===== src/logic/gpio_wake_pkg.sv =====
`default_nettype none
package gpio_wake_pkg;

  localparam int PIN_COUNT = 8;

  // register byte addresses on the core's data bus
  localparam logic [7:0] ADDR_WAKE_EDGE_SELECT = 8'hAF;
  localparam logic [7:0] ADDR_WAKE_PENDING_FLAGS = 8'hB0;
  localparam logic [7:0] ADDR_WAKE_ENABLE_MASK = 8'hB1;
  localparam logic [7:0] ADDR_PIN_OUTPUT_VALUE = 8'hB2;
  localparam logic [7:0] ADDR_PIN_DIRECTION = 8'hB3;
  localparam logic [7:0] ADDR_PIN_INPUT_SENSE = 8'hB4;
  localparam logic [7:0] ADDR_TIMER_ZERO_CONTROL = 8'hB6;

  // reset values
  localparam logic [7:0] RST_PIN_REGS = 8'h00;
  localparam logic [7:0] RST_WAKE_REGS = 8'h00;
  localparam logic [7:0] RST_TIMER_ZERO_CONTROL = 8'h00;
  localparam logic [7:0] RST_READ_DATA = 8'h00;

  // pins whose power-up setting may come from the initialization straps
  localparam int STRAP_PIN_A = 0;
  localparam int STRAP_PIN_B = 5;

  // wake bit position that the comparator trip can take over
  localparam int TRIP_WAKE_BIT = 6;

  // timer-zero control field positions
  localparam int TZC_WAKE_IRQ_ENABLE = 7;
  localparam int TZC_TIMER_ZERO_PENDING = 1;
  localparam int TZC_TIMER_ZERO_IRQ_ENABLE = 0;

  // register bus request from the core
  typedef struct packed {
    logic [7:0] addr;
    logic wr;
    logic rd;
    logic [7:0] wdata;
  } bus_req_t;

  // per-port pad control, one bit per pin
  typedef struct packed {
    logic [PIN_COUNT-1:0] drive_en;
    logic [PIN_COUNT-1:0] drive_val;
    logic [PIN_COUNT-1:0] pullup_en;
  } pad_ctrl_t;

  typedef enum logic [1:0] {
    MODE_RUN,
    MODE_HALT,
    MODE_IDLE
  } power_mode_t;

endpackage
`default_nettype wire


===== src/logic/gpio_port_with_edge_wakeup.sv =====
`timescale 1ns/10ps
`default_nettype none
// Function
// [RULE1] direction bit 0 makes the pin input, 1 makes it push-pull output
// [RULE2] an output pin drives the level held in its value bit
// [RULE3] an input pin gets weak pull-up when value bit is 1, else high-Z
// [RULE4] direction and output-value registers are writable and read back
// [RULE5] input-sense read returns every pin level whatever its setting
// [RULE6] power-up clears direction and value; pins 0 and 5 may take straps
// [RULE7] reset clears wake enable, edge select, pending, timer-zero control
// [RULE8] bit n of each wake register serves pin n
// [RULE9] pending may set only while the pin's wake enable is 1
// [RULE10] edge select 1 picks falling edges, 0 picks rising edges
// [RULE11] pending stays 1 after its edge until software clears it
// [RULE12] OR of flags drives wake-out in halt or idle and the shared irq
// [RULE13] shared edge irq needs the wake irq enable bit at 1
// [RULE14] halt or idle requests are ignored while any flag is pending
// [RULE15] shared edge irq holds while any flag is set
// [RULE16] writing 0 clears a pending bit, writing 1 keeps it
// [RULE17] trip wake select at 1 puts comparator trip on wake bit 6
// [RULE18] edge wake works the same for input and output pins
// [RULE19] timer-zero control at 0xB6: bit 7 wake irq, bits 1 and 0 timer
// [RULE20] wake sources are synchronised; edges compare consecutive samples
// [RULE21] an edge in the cycle of a clearing write keeps the flag set
module gpio_port_with_edge_wakeup (
  // clock and reset
  input wire logic mclk,
  input wire logic sys_rst,
  // register bus from the core
  input wire gpio_wake_pkg::bus_req_t bus_req,
  output logic [7:0] bus_rdata,
  output logic bus_rvalid,
  // initialization straps for pins 0 and 5, index 0 is pin 0
  input wire logic [1:0] strap_direction,
  input wire logic [1:0] strap_output_value,
  // pads
  input wire logic [gpio_wake_pkg::PIN_COUNT-1:0] pad_in,
  output gpio_wake_pkg::pad_ctrl_t pad_ctrl,
  // comparator trip and its wake select from the dead delay register
  input wire logic comparator_trip,
  input wire logic trip_wake_select,
  // timer zero overflow event from the counter
  input wire logic timer_zero_overflow,
  // power mode requests from the core and idle timer wake
  input wire logic halt_request,
  input wire logic idle_request,
  input wire logic idle_timer_wake,
  // status towards the core
  output logic wake_out_a,
  output logic shared_edge_irq,
  output logic timer_zero_irq,
  output logic halt_active,
  output logic idle_active
);

  localparam int N = gpio_wake_pkg::PIN_COUNT;

  // software visible storage
  logic [N-1:0] pin_direction_reg;
  logic [N-1:0] pin_direction_next;
  logic [N-1:0] pin_output_value_reg;
  logic [N-1:0] pin_output_value_next;
  logic [N-1:0] wake_edge_select_reg;
  logic [N-1:0] wake_edge_select_next;
  logic [N-1:0] wake_enable_mask_reg;
  logic [N-1:0] wake_enable_mask_next;
  logic wake_irq_enable_reg;
  logic wake_irq_enable_next;
  logic timer_zero_pending_reg;
  logic timer_zero_pending_next;
  logic timer_zero_irq_enable_reg;
  logic timer_zero_irq_enable_next;

  // pad side and wake path
  gpio_wake_pkg::pad_ctrl_t pad_ctrl_reg;
  gpio_wake_pkg::pad_ctrl_t pad_ctrl_next;
  logic [N-1:0] pin_level;
  logic [N-1:0] wake_source;
  logic [N-1:0] wake_pending_flags;
  logic [N-1:0] pending_clear;
  logic any_pending;
  logic trip_select_reg;
  logic [N-1:0] source_swap;

  // bus read path
  logic [7:0] bus_rdata_reg;
  logic [7:0] bus_rdata_next;
  logic bus_rvalid_reg;
  logic [7:0] read_mux;
  logic [7:0] timer_zero_control_view;

  // power mode and status outputs
  gpio_wake_pkg::power_mode_t mode_reg;
  gpio_wake_pkg::power_mode_t mode_next;
  logic wake_out_a_reg;
  logic wake_out_a_next;
  logic shared_edge_irq_reg;
  logic shared_edge_irq_next;
  logic timer_zero_irq_reg;
  logic timer_zero_irq_next;

  // address decode
  wire wr_edge = bus_req.wr &
    (bus_req.addr == gpio_wake_pkg::ADDR_WAKE_EDGE_SELECT);
  wire wr_pend = bus_req.wr &
    (bus_req.addr == gpio_wake_pkg::ADDR_WAKE_PENDING_FLAGS);
  wire wr_enab = bus_req.wr &
    (bus_req.addr == gpio_wake_pkg::ADDR_WAKE_ENABLE_MASK);
  wire wr_oval = bus_req.wr &
    (bus_req.addr == gpio_wake_pkg::ADDR_PIN_OUTPUT_VALUE);
  wire wr_dir = bus_req.wr &
    (bus_req.addr == gpio_wake_pkg::ADDR_PIN_DIRECTION);
  wire wr_tzc = bus_req.wr &
    (bus_req.addr == gpio_wake_pkg::ADDR_TIMER_ZERO_CONTROL);

  // register writes; the input-sense address takes no write
  assign pin_direction_next =
    wr_dir ? bus_req.wdata : pin_direction_reg; // [RULE4] [RULE1]
  assign pin_output_value_next =
    wr_oval ? bus_req.wdata : pin_output_value_reg; // [RULE4]
  assign wake_edge_select_next =
    wr_edge ? bus_req.wdata : wake_edge_select_reg;
  assign wake_enable_mask_next =
    wr_enab ? bus_req.wdata : wake_enable_mask_reg;
  assign wake_irq_enable_next = wr_tzc ?
    bus_req.wdata[gpio_wake_pkg::TZC_WAKE_IRQ_ENABLE] :
    wake_irq_enable_reg; // [RULE19]
  assign timer_zero_irq_enable_next = wr_tzc ?
    bus_req.wdata[gpio_wake_pkg::TZC_TIMER_ZERO_IRQ_ENABLE] :
    timer_zero_irq_enable_reg; // [RULE19]
  // the overflow event beats a software write of the same cycle
  assign timer_zero_pending_next = timer_zero_overflow | (wr_tzc ?
    bus_req.wdata[gpio_wake_pkg::TZC_TIMER_ZERO_PENDING] :
    timer_zero_pending_reg); // [RULE19]

  // a zero in the written byte clears that flag, a one holds it
  assign pending_clear = wr_pend ? ~bus_req.wdata : '0; // [RULE16]

  // pad drive: output pins drive their value, inputs may pull up
  assign pad_ctrl_next.drive_en = pin_direction_reg; // [RULE1]
  assign pad_ctrl_next.drive_val = pin_output_value_reg; // [RULE2]
  assign pad_ctrl_next.pullup_en =
    ~pin_direction_reg & pin_output_value_reg; // [RULE3]

  // per-pin wake path; the pad level is sensed even while driven, so an
  // output pin wakes like an input
  genvar gi;
  generate
    for (gi = 0; gi < N; gi++) begin : g_pin
      pin_level_filter u_filter (
        .mclk(mclk),
        .sys_rst(sys_rst),
        .pad_level(pad_in[gi]),
        .level(pin_level[gi])
      ); // [RULE20] [RULE18]
      if (gi == gpio_wake_pkg::TRIP_WAKE_BIT) begin : g_trip
        // the trip comes from logic on mclk, so it needs no synchroniser;
        // the edge seen in the cycle the select flips is only the swap of
        // sources, so that cycle is masked, at the cost of a real trip
        // landing in the same cycle
        assign wake_source[gi] =
          trip_wake_select ? comparator_trip : pin_level[gi]; // [RULE17]
        assign source_swap[gi] =
          trip_wake_select ^ trip_select_reg; // [RULE17]
      end else begin : g_plain
        assign wake_source[gi] = pin_level[gi];
        assign source_swap[gi] = 1'b0;
      end
      wake_pending_cell u_cell (
        .mclk(mclk),
        .sys_rst(sys_rst),
        .source(wake_source[gi]),
        .enable(wake_enable_mask_reg[gi] & ~source_swap[gi]),
        .falling_sel(wake_edge_select_reg[gi]),
        .clear(pending_clear[gi]),
        .pending(wake_pending_flags[gi])
      ); // [RULE8] [RULE9] [RULE10] [RULE11] [RULE20] [RULE21]
    end
  endgenerate

  assign any_pending = |wake_pending_flags; // [RULE12]

  // read mux; unmapped addresses read zero
  assign timer_zero_control_view = {
    wake_irq_enable_reg,
    5'h00,
    timer_zero_pending_reg,
    timer_zero_irq_enable_reg
  };
  assign read_mux =
    (bus_req.addr == gpio_wake_pkg::ADDR_WAKE_EDGE_SELECT) ?
      wake_edge_select_reg :
    (bus_req.addr == gpio_wake_pkg::ADDR_WAKE_PENDING_FLAGS) ?
      wake_pending_flags :
    (bus_req.addr == gpio_wake_pkg::ADDR_WAKE_ENABLE_MASK) ?
      wake_enable_mask_reg :
    (bus_req.addr == gpio_wake_pkg::ADDR_PIN_OUTPUT_VALUE) ?
      pin_output_value_reg : // [RULE4]
    (bus_req.addr == gpio_wake_pkg::ADDR_PIN_DIRECTION) ?
      pin_direction_reg : // [RULE4]
    (bus_req.addr == gpio_wake_pkg::ADDR_PIN_INPUT_SENSE) ?
      pin_level : // [RULE5]
    (bus_req.addr == gpio_wake_pkg::ADDR_TIMER_ZERO_CONTROL) ?
      timer_zero_control_view :
      8'h00;
  // data stays until the next read so the core may sample it late
  assign bus_rdata_next = bus_req.rd ? read_mux : bus_rdata_reg;

  // power mode sequencing
  always_comb begin
    mode_next = mode_reg;
    unique case (mode_reg)
      gpio_wake_pkg::MODE_RUN: begin
        // entering with a flag set would sleep through a pending wake
        if (!any_pending && halt_request) begin
          mode_next = gpio_wake_pkg::MODE_HALT; // [RULE14]
        end else if (!any_pending && idle_request) begin
          mode_next = gpio_wake_pkg::MODE_IDLE; // [RULE14]
        end
      end
      gpio_wake_pkg::MODE_HALT: begin
        if (any_pending) begin
          mode_next = gpio_wake_pkg::MODE_RUN;
        end
      end
      gpio_wake_pkg::MODE_IDLE: begin
        if (any_pending || idle_timer_wake) begin
          mode_next = gpio_wake_pkg::MODE_RUN;
        end
      end
      default: begin
        mode_next = gpio_wake_pkg::MODE_RUN;
      end
    endcase
  end

  wire in_low_power = (mode_reg != gpio_wake_pkg::MODE_RUN);

  assign wake_out_a_next = any_pending & in_low_power; // [RULE12]
  // follows the flags every cycle while the wake irq enable is 1, so it holds while any remains
  assign shared_edge_irq_next =
    any_pending & wake_irq_enable_reg; // [RULE12] [RULE13] [RULE15]
  assign timer_zero_irq_next =
    timer_zero_pending_reg & timer_zero_irq_enable_reg;

  // configuration storage
  always_ff @(posedge mclk) begin
    if (sys_rst) begin
      pin_direction_reg <= gpio_wake_pkg::RST_PIN_REGS; // [RULE6]
      pin_output_value_reg <= gpio_wake_pkg::RST_PIN_REGS; // [RULE6]
      // strapped pins take their initialization setting instead
      pin_direction_reg[gpio_wake_pkg::STRAP_PIN_A] <=
        strap_direction[0]; // [RULE6]
      pin_direction_reg[gpio_wake_pkg::STRAP_PIN_B] <=
        strap_direction[1]; // [RULE6]
      pin_output_value_reg[gpio_wake_pkg::STRAP_PIN_A] <=
        strap_output_value[0]; // [RULE6]
      pin_output_value_reg[gpio_wake_pkg::STRAP_PIN_B] <=
        strap_output_value[1]; // [RULE6]
    end else begin
      pin_direction_reg <= pin_direction_next;
      pin_output_value_reg <= pin_output_value_next;
    end
  end

  always_ff @(posedge mclk) begin
    if (sys_rst) begin
      wake_edge_select_reg <= gpio_wake_pkg::RST_WAKE_REGS; // [RULE7]
      wake_enable_mask_reg <= gpio_wake_pkg::RST_WAKE_REGS; // [RULE7]
      wake_irq_enable_reg <=
        gpio_wake_pkg::RST_TIMER_ZERO_CONTROL[
          gpio_wake_pkg::TZC_WAKE_IRQ_ENABLE]; // [RULE7]
      timer_zero_pending_reg <=
        gpio_wake_pkg::RST_TIMER_ZERO_CONTROL[
          gpio_wake_pkg::TZC_TIMER_ZERO_PENDING]; // [RULE7]
      timer_zero_irq_enable_reg <=
        gpio_wake_pkg::RST_TIMER_ZERO_CONTROL[
          gpio_wake_pkg::TZC_TIMER_ZERO_IRQ_ENABLE]; // [RULE7]
    end else begin
      wake_edge_select_reg <= wake_edge_select_next;
      wake_enable_mask_reg <= wake_enable_mask_next;
      wake_irq_enable_reg <= wake_irq_enable_next;
      timer_zero_pending_reg <= timer_zero_pending_next;
      timer_zero_irq_enable_reg <= timer_zero_irq_enable_next;
    end
  end

  // pads and bus answer
  always_ff @(posedge mclk) begin
    if (sys_rst) begin
      pad_ctrl_reg <= '0;
      bus_rdata_reg <= gpio_wake_pkg::RST_READ_DATA;
      bus_rvalid_reg <= 1'b0;
    end else begin
      pad_ctrl_reg <= pad_ctrl_next;
      bus_rdata_reg <= bus_rdata_next;
      bus_rvalid_reg <= bus_req.rd;
    end
  end

  // mode and status
  always_ff @(posedge mclk) begin
    if (sys_rst) begin
      mode_reg <= gpio_wake_pkg::MODE_RUN;
      wake_out_a_reg <= 1'b0;
      shared_edge_irq_reg <= 1'b0;
      timer_zero_irq_reg <= 1'b0;
    end else begin
      mode_reg <= mode_next;
      wake_out_a_reg <= wake_out_a_next;
      shared_edge_irq_reg <= shared_edge_irq_next;
      timer_zero_irq_reg <= timer_zero_irq_next;
    end
  end

  // last select, to spot the cycle in which the bit 6 source swaps
  always_ff @(posedge mclk) begin
    if (sys_rst) begin
      trip_select_reg <= 1'b0;
    end else begin
      trip_select_reg <= trip_wake_select;
    end
  end

  logic halt_active_reg;
  logic idle_active_reg;

  always_ff @(posedge mclk) begin
    if (sys_rst) begin
      halt_active_reg <= 1'b0;
      idle_active_reg <= 1'b0;
    end else begin
      halt_active_reg <= (mode_next == gpio_wake_pkg::MODE_HALT);
      idle_active_reg <= (mode_next == gpio_wake_pkg::MODE_IDLE);
    end
  end

  assign pad_ctrl = pad_ctrl_reg;
  assign bus_rdata = bus_rdata_reg;
  assign bus_rvalid = bus_rvalid_reg;
  assign wake_out_a = wake_out_a_reg;
  assign shared_edge_irq = shared_edge_irq_reg;
  assign timer_zero_irq = timer_zero_irq_reg;
  assign halt_active = halt_active_reg;
  assign idle_active = idle_active_reg;

endmodule
`default_nettype wire


===== src/logic/pin_level_filter.sv =====
`timescale 1ns/10ps
`default_nettype none
module pin_level_filter (
  // clock and reset
  input wire logic mclk,
  input wire logic sys_rst,
  // raw pad level
  input wire logic pad_level,
  // filtered level on mclk
  output logic level
);

  logic meta_reg;
  logic sync_reg;
  logic late_reg;
  logic level_reg;
  logic level_next;

  // stage one is seen only by stage two; the level moves once two and
  // three agree, which rejects a single-cycle glitch
  assign level_next = (sync_reg == late_reg) ? late_reg : level_reg;

  always_ff @(posedge mclk) begin
    if (sys_rst) begin
      meta_reg <= 1'b0;
      sync_reg <= 1'b0;
      late_reg <= 1'b0;
      level_reg <= 1'b0;
    end else begin
      meta_reg <= pad_level;
      sync_reg <= meta_reg;
      late_reg <= sync_reg;
      level_reg <= level_next;
    end
  end

  assign level = level_reg;

endmodule
`default_nettype wire


===== src/logic/wake_pending_cell.sv =====
`timescale 1ns/10ps
`default_nettype none
module wake_pending_cell (
  // clock and reset
  input wire logic mclk,
  input wire logic sys_rst,
  // wake source, already on mclk
  input wire logic source,
  // configuration
  input wire logic enable,
  input wire logic falling_sel,
  // software clear strobe
  input wire logic clear,
  // sticky flag
  output logic pending
);

  logic prev_reg;
  logic pending_reg;
  logic pending_next;
  wire rise = source & ~prev_reg;
  wire fall = ~source & prev_reg;
  wire hit = enable & (falling_sel ? fall : rise);

  // set is ORed in after the clear so a same-cycle edge survives
  assign pending_next = (pending_reg & ~clear) | hit;

  always_ff @(posedge mclk) begin
    if (sys_rst) begin
      prev_reg <= 1'b0;
      pending_reg <= 1'b0;
    end else begin
      prev_reg <= source;
      pending_reg <= pending_next;
    end
  end

  assign pending = pending_reg;

endmodule
`default_nettype wire


===== config.mk =====
export PLATFORM = sky130hd
export DESIGN_NAME = gpio_port_with_edge_wakeup
export DESIGN_NICKNAME = d
export VERILOG_FILES = /design/src/logic/gpio_wake_pkg.sv /design/src/logic/gpio_port_with_edge_wakeup.sv /design/src/logic/pin_level_filter.sv /design/src/logic/wake_pending_cell.sv
export SDC_FILE = /design/constraint.sdc
export NUM_CORES = 1
export LEC_CHECK = 0
export BUFFER_PORTS_ARGS = -buffer_cell sky130_fd_sc_hd__buf_4
export CAP_MARGIN = 20
export CORE_MARGIN = 3
export CORE_UTILIZATION = 45
export CTS_BUF_LIST = sky130_fd_sc_hd__clkbuf_8
export DETAILED_ROUTE_END_ITERATION = 10
export GPL_ROUTABILITY_DRIVEN = 1
export PLACE_DENSITY = 0.68
export SLEW_MARGIN = 20
export SYNTH_ARGS = -nofsm -noshare
export SYNTH_HDL_FRONTEND = slang
export SYNTH_HIERARCHICAL = 1
export SYNTH_SLANG_ARGS = --single-unit
export TNS_END_PERCENT = 20

===== constraint.sdc =====
create_clock -name mclk -period 1.8 [get_ports mclk]
set_input_delay 0.27 -clock mclk [delete_from_list [all_inputs] [get_ports mclk]]
set_output_delay 0.27 -clock mclk [all_outputs]
set_load 0.005 [all_outputs]

After elaboration in Yosys (flattened, before gate mapping)
Index checks and enable logic that the tools add are counted.
{ "word_totals": {"reg_bits": 124, "latch_bits": 0, "mem_bits_rw": 0, "rom_bits": 0, "in_bits": 38, "out_inout_bits": 38, "wordCells": 204, "mem_count": 0} }
{ "op_classes": {"add_sub_neg": 0, "n_mul": 0, "div_mod_pow": 0, "order_cmp": 0, "n_eq_ne": 19, "shift": 0, "muxes": 27, "bitwise_logic": 80, "n_reduce_logical": 9} }
{ "op_table": {"columns": ["cell", "n"], "rows": [
  ["2-to-1 mux 8 bit", 8],
  ["== test 8 bit (second input constant)", 7],
  ["AND 1 bit", 42],
  ["inverter 1 bit", 25],
  ["2-to-1 mux 6 bit", 4],
  ["inverter 8 bit", 2],
  ["2-to-1 mux 1 bit", 10],
  ["OR 1 bit", 9],
  ["AND 8 bit", 1],
  ["== test 1 bit", 8],
  ["2-to-1 mux 2 bit", 4],
  ["OR reduction 8 bit", 1],
  ["case mux 2 bit (3 select lines)", 1],
  ["nonzero test 2 bit", 3],
  ["== test 2 x 1 -> 1 bit (second input constant)", 2],
  ["== test 2 bit (second input constant)", 2],
  ["logical AND 1 bit", 2],
  ["logical NOT 2 bit", 1],
  ["logical NOT 1 bit", 1],
  ["logical OR 1 bit", 1],
  ["XOR 1 bit", 1]
]} }

Logic depth before layout (Yosys ltp)
{ "logic_depth": {"ltp_word": 8, "mapped_depth": 8, "mapped_depth_nobuf": 6} }

Modules after synthesis
Netlist, hierarchy kept.
{ "modules_own_cells": {"columns": ["mod", "instances", "cells_each", "area_each_um2", "seq_area_each_um2"], "rows": [
  ["gpio_port_with_edge_wakeup", 1, 355, 3238.1, 1561.5],
  ["pin_level_filter", 8, 10, 112.6, 80.1],
  ["wake_pending_cell", 8, 7, 78.8, 40.0]
]} }

Worst setup path after synthesis
Ideal clock, no wire load.
{ "synth_path": {"kind": "input-to-reg", "start": "input port bus_req[10] (netlist bit)", "end": "register g_pin[6].u_cell.pending_reg", "setup_ns": 0.122, "arrival_time_ns": 1.595, "required_ns": 1.678, "slack_ns": 0.083, "cell_stages": 8, "n_path_buf": 2, "path_cell_list": "buf_6 or4b_4 buf_6 nor2_2 nand2_1 nor2_1 nand2b_1 a31oi_1"} }
{ "synth_via": {"elab_chain_len": 6} }
{ "synth_lines": {"columns": ["item", "line", "source"], "rows": [
  ["start: declaration", "gpio_port_with_edge_wakeup.sv:30", "input wire gpio_wake_pkg::bus_req_t bus_req,"],
  ["== test 8 bit", "gpio_port_with_edge_wakeup.sv:106", "(bus_req.addr == gpio_wake_pkg::ADDR_WAKE_PENDING_FLAGS);"],
  ["AND 1 bit", "gpio_port_with_edge_wakeup.sv:105", "wire wr_pend = bus_req.wr &"],
  ["2-to-1 mux 8 bit", "gpio_port_with_edge_wakeup.sv:137", "assign pending_clear = wr_pend ? ~bus_req.wdata : '0;"],
  ["via pending_clear[6]", "gpio_port_with_edge_wakeup.sv:80", "logic [N-1:0] pending_clear;"],
  ["inverter 1 bit", "wake_pending_cell.sv:26", "assign pending_next = (pending_reg & ~clear) | hit;"],
  ["AND 1 bit", "wake_pending_cell.sv:26", null],
  ["OR 1 bit", "wake_pending_cell.sv:26", null],
  ["end signal: assignment", "wake_pending_cell.sv:34", "pending_reg <= pending_next;"],
  ["end: declaration", "wake_pending_cell.sv:19", "logic pending_reg;"]
]} }
The timed path passes the listed nets, and every way through them passes these cells.
A chain may end at the register's enable or synchronous reset.

Worst setup path in the final report
{ "layout_path": {"start": "input port bus_req[11] (netlist bit)", "end": "register bus_rdata_reg[4] (netlist: bus_rdata[4])"} }
{ "layout_via": {"elab_chain_len": 7, "word_cells_on_any_way": 12, "cone_classes": "6 x eq/ne; 6 x mux"} }
{ "layout_lines": {"columns": ["item", "line", "source"], "rows": [
  ["== test 8 bit", "gpio_port_with_edge_wakeup.sv:201", "(bus_req.addr == gpio_wake_pkg::ADDR_PIN_INPUT_SENSE) ?"],
  ["2-to-1 mux 8 bit", "gpio_port_with_edge_wakeup.sv:201", null],
  ["2-to-1 mux 8 bit", "gpio_port_with_edge_wakeup.sv:199", "(bus_req.addr == gpio_wake_pkg::ADDR_PIN_DIRECTION) ?"],
  ["2-to-1 mux 8 bit", "gpio_port_with_edge_wakeup.sv:197", "(bus_req.addr == gpio_wake_pkg::ADDR_PIN_OUTPUT_VALUE) ?"],
  ["2-to-1 mux 8 bit", "gpio_port_with_edge_wakeup.sv:195", "(bus_req.addr == gpio_wake_pkg::ADDR_WAKE_ENABLE_MASK) ?"],
  ["2-to-1 mux 8 bit", "gpio_port_with_edge_wakeup.sv:193", "(bus_req.addr == gpio_wake_pkg::ADDR_WAKE_PENDING_FLAGS) ?"],
  ["2-to-1 mux 8 bit *", "gpio_port_with_edge_wakeup.sv:191", "(bus_req.addr == gpio_wake_pkg::ADDR_WAKE_EDGE_SELECT) ?"],
  ["end signal: assignment", "gpio_port_with_edge_wakeup.sv:292", "bus_rdata_reg <= gpio_wake_pkg::RST_READ_DATA;"],
  ["end signal: assignment", "gpio_port_with_edge_wakeup.sv:296", "bus_rdata_reg <= bus_rdata_next;"],
  ["end: declaration", "gpio_port_with_edge_wakeup.sv:86", "logic [7:0] bus_rdata_reg;"]
]} }
Mark *: on every way between the ends. The rest lies on a longest branch, timed or not.

==> metrics.md <==
| Metric | Value |
|---|---|
| Status | `complete, no violations` |
| Drt wl/cell | `roughly 16 um` |
| Hold depth | `2` |
| CTS resizes | `0` |
| Vias in the first global route | `between 3k and 4k` |
| Residual DRC | `0` |
| Ys Warns | `6` |
| Sequential fraction of the synthesis area | `around 53%` |
| Total negative setup slack | `0 ps` |
| Psw | `between 1000 and 1500 uW` |
| Final GP Congestion | `0.9536` |
| WP data required | `roughly 2100 ps` |
| CTS tree | `done` |
| Post-Syn Area per Cell | `~9.7 um2` |
| CTS buffer count | `17` |
| Core area | `roughly 0.01 mm2` |
| Horiz. Die Dim | `roughly 110 um` |
| Largest register FFs | `24` |
| Final Util | `between 50% and 60%` |
| Initial DRC Count | `around 340` |
| Worst EP arrival | `around 1700 ps` |
| Starting density of the core | `47.48%` |
| Cts hold-fix bufs | `0` |
| Worst vdd ir | `0.5144 mV` |
| Worst Tran Pin Value | `between 400 and 500 ps` |
| Reg power frac | `between 50% and 60%` |
| Worst hold slack | `around 45 ps` |
| Critical path's slowest cell | `a221oi_1` |
| Final slew viol count | `0` |
| Worst setup path class | `in2reg` |
| Total internal power | `approximately 4400 uW` |
| Yosys reg bits | `between 100 and 150` |
| Pwr per Cell Area | `943.7 mW/mm2` |
| Floorplan row count | `36` |
| Ys flop type | `dfxtp_1` |
| CTS Root Cell | `clkbuf_8` |
| Maximum clock frequency | `716.2 MHz` |
| Crit path launch type | `primary input` |
| Number of vias in the routed layout | `3,970` |
| # setup viols final | `0` |
| CTS Buffer Depth | `2` |
| Worst Path Max Fanout | `16` |
| Die area | `0.01187 mm2` |
| Grt total ovfl | `0` |
| Antenna diodes | `0` |
| Yosys cell types | `43` |
| Hold path endpoint | `g_pin[0].u_filter/meta_reg` |
| Worst Skew | `10.49 ps` |
| H-tree levels | `4` |
| Relative slew slack | `between 70% and 80%` |
| CP max stage delay | `between 300 and 400 ps` |
| Pin count of the biggest net entering global routing | `60` |
| Hold_sp | `pad_in[0]` |
| Final Hold Fails | `0` |
| Logic pwr share | `under 10%` |
| Worst Reg-to-Reg Cells | `3` |
| Die Ht | `around 110 um` |
| Port Buffer Count | `75` |
| LEAKAGE | `roughly 0.0024 uW` |
| Layout cells sized above 1 | `roughly 22%` |
| Switching share of power | `around 23%` |
| Io pins | `between 70 and 80` |
| Period minus WS final | `approximately 1400 ps` |
| Reg2Reg Capture Point | `halt_active` |
| First-pass GRT wire length | `~19 mm` |
| Tot GR Track Use | `a little over a fifth` |
| Clk slew on worst S/H paths | `around 70 ps` |
| Crit-path cells | `buf_4 > buf_4 > and4b_1 > and2_0 > buf_12 > a221oi_1 > a211oi_1` |
| FF-to-FF setup slack | `around 450 ps` |
| Routed WL | `between 10 and 15 mm` |
| Initial antenna violation count | `0` |
| Clk_lat worst skew | `between 400 and 500 ps` |
| Ys async rst share | `0%` |
| Post CTS Setup Buffer Count | `0` |
| Hold Crit Class | `in2reg` |
| Endpoint class of the critical path | `flop` |
| Post-synth EDFFs | `4` |
| RSZ-0062 raised after global routing | `false` |
| Power share of the clock group | `roughly 44%` |
| Mapped Cells | `about 490` |
| Antenna Violating Nets Remaining | `0` |
| Worst r2r src | `g_pin[4].u_cell/pending` |
| Syn_nets | `~530` |
| Detailed Routing Iterations Pass 1 | `6` |
| Max-Cap Viols | `0` |
| DR vias/cell | `roughly 5.4` |
| Sink Count | `approximately 120` |
| Critical path's most frequent cell | `buf_4` |
| Synth Cell Area | `~0.0048 mm2` |
| Area Overhead vs Synth | `25.60%` |
| Period Utilization, post-route | `77.57%` |
| Post-DP HPWL | `around 8.4 mm` |
| Nets | `622` |
## cell families after synthesis
family	count (synthesis)	synth area share, %
compound gates	90	12.46
simple gates	221	27.70
buf+inv	40	3.620
mux	15	3.148
flops	124	52.89
xor+xnor	1	0.1837
## worst max-delay path, delay by kind of cell
kind	cells	cell delay, ps
buffers and inverters	3	460
AND/OR/NAND/NOR	2	490
AO/OA/AOI/OAI	2	490
## worst max-delay path by stage
stage,start,end,slack [ps],cells past startpoint
finish,bus_req[11],bus_rdata[4],400,7
global route,bus_req[11],bus_rdata[2],290,7
CTS,bus_req[11],bus_rdata[2],430,7
detailed placement,bus_req[11],bus_rdata[2],-40,7
global placement,bus_req[11],bus_rdata[2],-50,7
floorplan,bus_req[10],g_pin[6].u_cell/pending,80,8
## cells in the mapped netlist (11+ instances only)
| master | count | area [um2] |
|---|---|---|
| nand3_1 | 18 | 90.09 |
| a21oi_1 | 27 | 135.1 |
| nor2_1 | 28 | 105.1 |
| a211oi_1 | 11 | 82.58 |
| dfxtp_1 | 120 | 2402 |
| nand2_1 | 31 | 116.4 |
| a31oi_1 | 13 | 81.33 |
| mux2i_1 | 15 | 150.1 |
| inv_1 | 15 | 56.30 |
| nand2b_1 | 14 | 87.58 |
| nor2b_1 | 64 | 400.4 |
| clkbuf_1 | 16 | 60.06 |
## routing by layer
metal	vias to the layer above	GRT usage, %	part of all wire (%)
met5	-	0	0
met4	0	8.115	1.8
met3	20	5.861	6.8
met2	143	35.22	48
met1	1866	26.33	44
li1	1941	-	-
## stage by stage
stage                     setup WS, ps  area, um2  total power (uW)  cells
after global placement          -50.24       5588              3227    698
final                            403.7       5991              5653    730
after detailed placement        -37.95       5588              3234    698
after floorplan                  83.06       4770              3036    491
after global routing             293.6       5991              5880    730
after CTS                        427.5       5991              5696    730
## power groups by stage
stage               combinational (uW)  clock, uW  sequential (uW)
detailed placement                 327          0             2910
global route                       359       2670             2850
finish                             327       2480             2850
floorplan                          135          0             2900
CTS                                328       2520             2850
global placement                   321          0             2910
## area by class of cell
cell class / count / area [um2]
clock buffer: 18 / 247.7
clock inverter: 14 / 155.1
fill: 867 / 4054
inverter: 15 / 56.30
multi-input combinational: 327 / 2074
sequential: 124 / 2522
tap: 133 / 166.4
timing repair buffer: 99 / 768.2
## layout by cell type, fill, tap and decap left out, types with 3 or more instances in the layout
cell type / n
dfxtp_1: 120
buf_4: 97
nor2b_1: 64
nand2_1: 31
nor2_1: 28
a21oi_1: 27
nand3_1: 18
inv_1: 18
clkbuf_8: 18
mux2i_1: 15
nand2b_1: 14
a31oi_1: 13
a211oi_1: 11
nand4bb_1: 9
nand4b_1: 9
nor4_1: 9
o21ai_1: 9
a221oi_1: 8
nand3b_1: 8
nor3_1: 7
or3_1: 6
o21ai_0: 5
o2111a_1: 5
o22ai_1: 5
clkinv_2: 4
edfxtp_1: 4
and3_1: 3
a2111o_1: 3
o41ai_1: 3
nor3_2: 3
bufinv_16: 3
clkinv_4: 3
No activity file was read; power rests on OpenSTA's default activity.
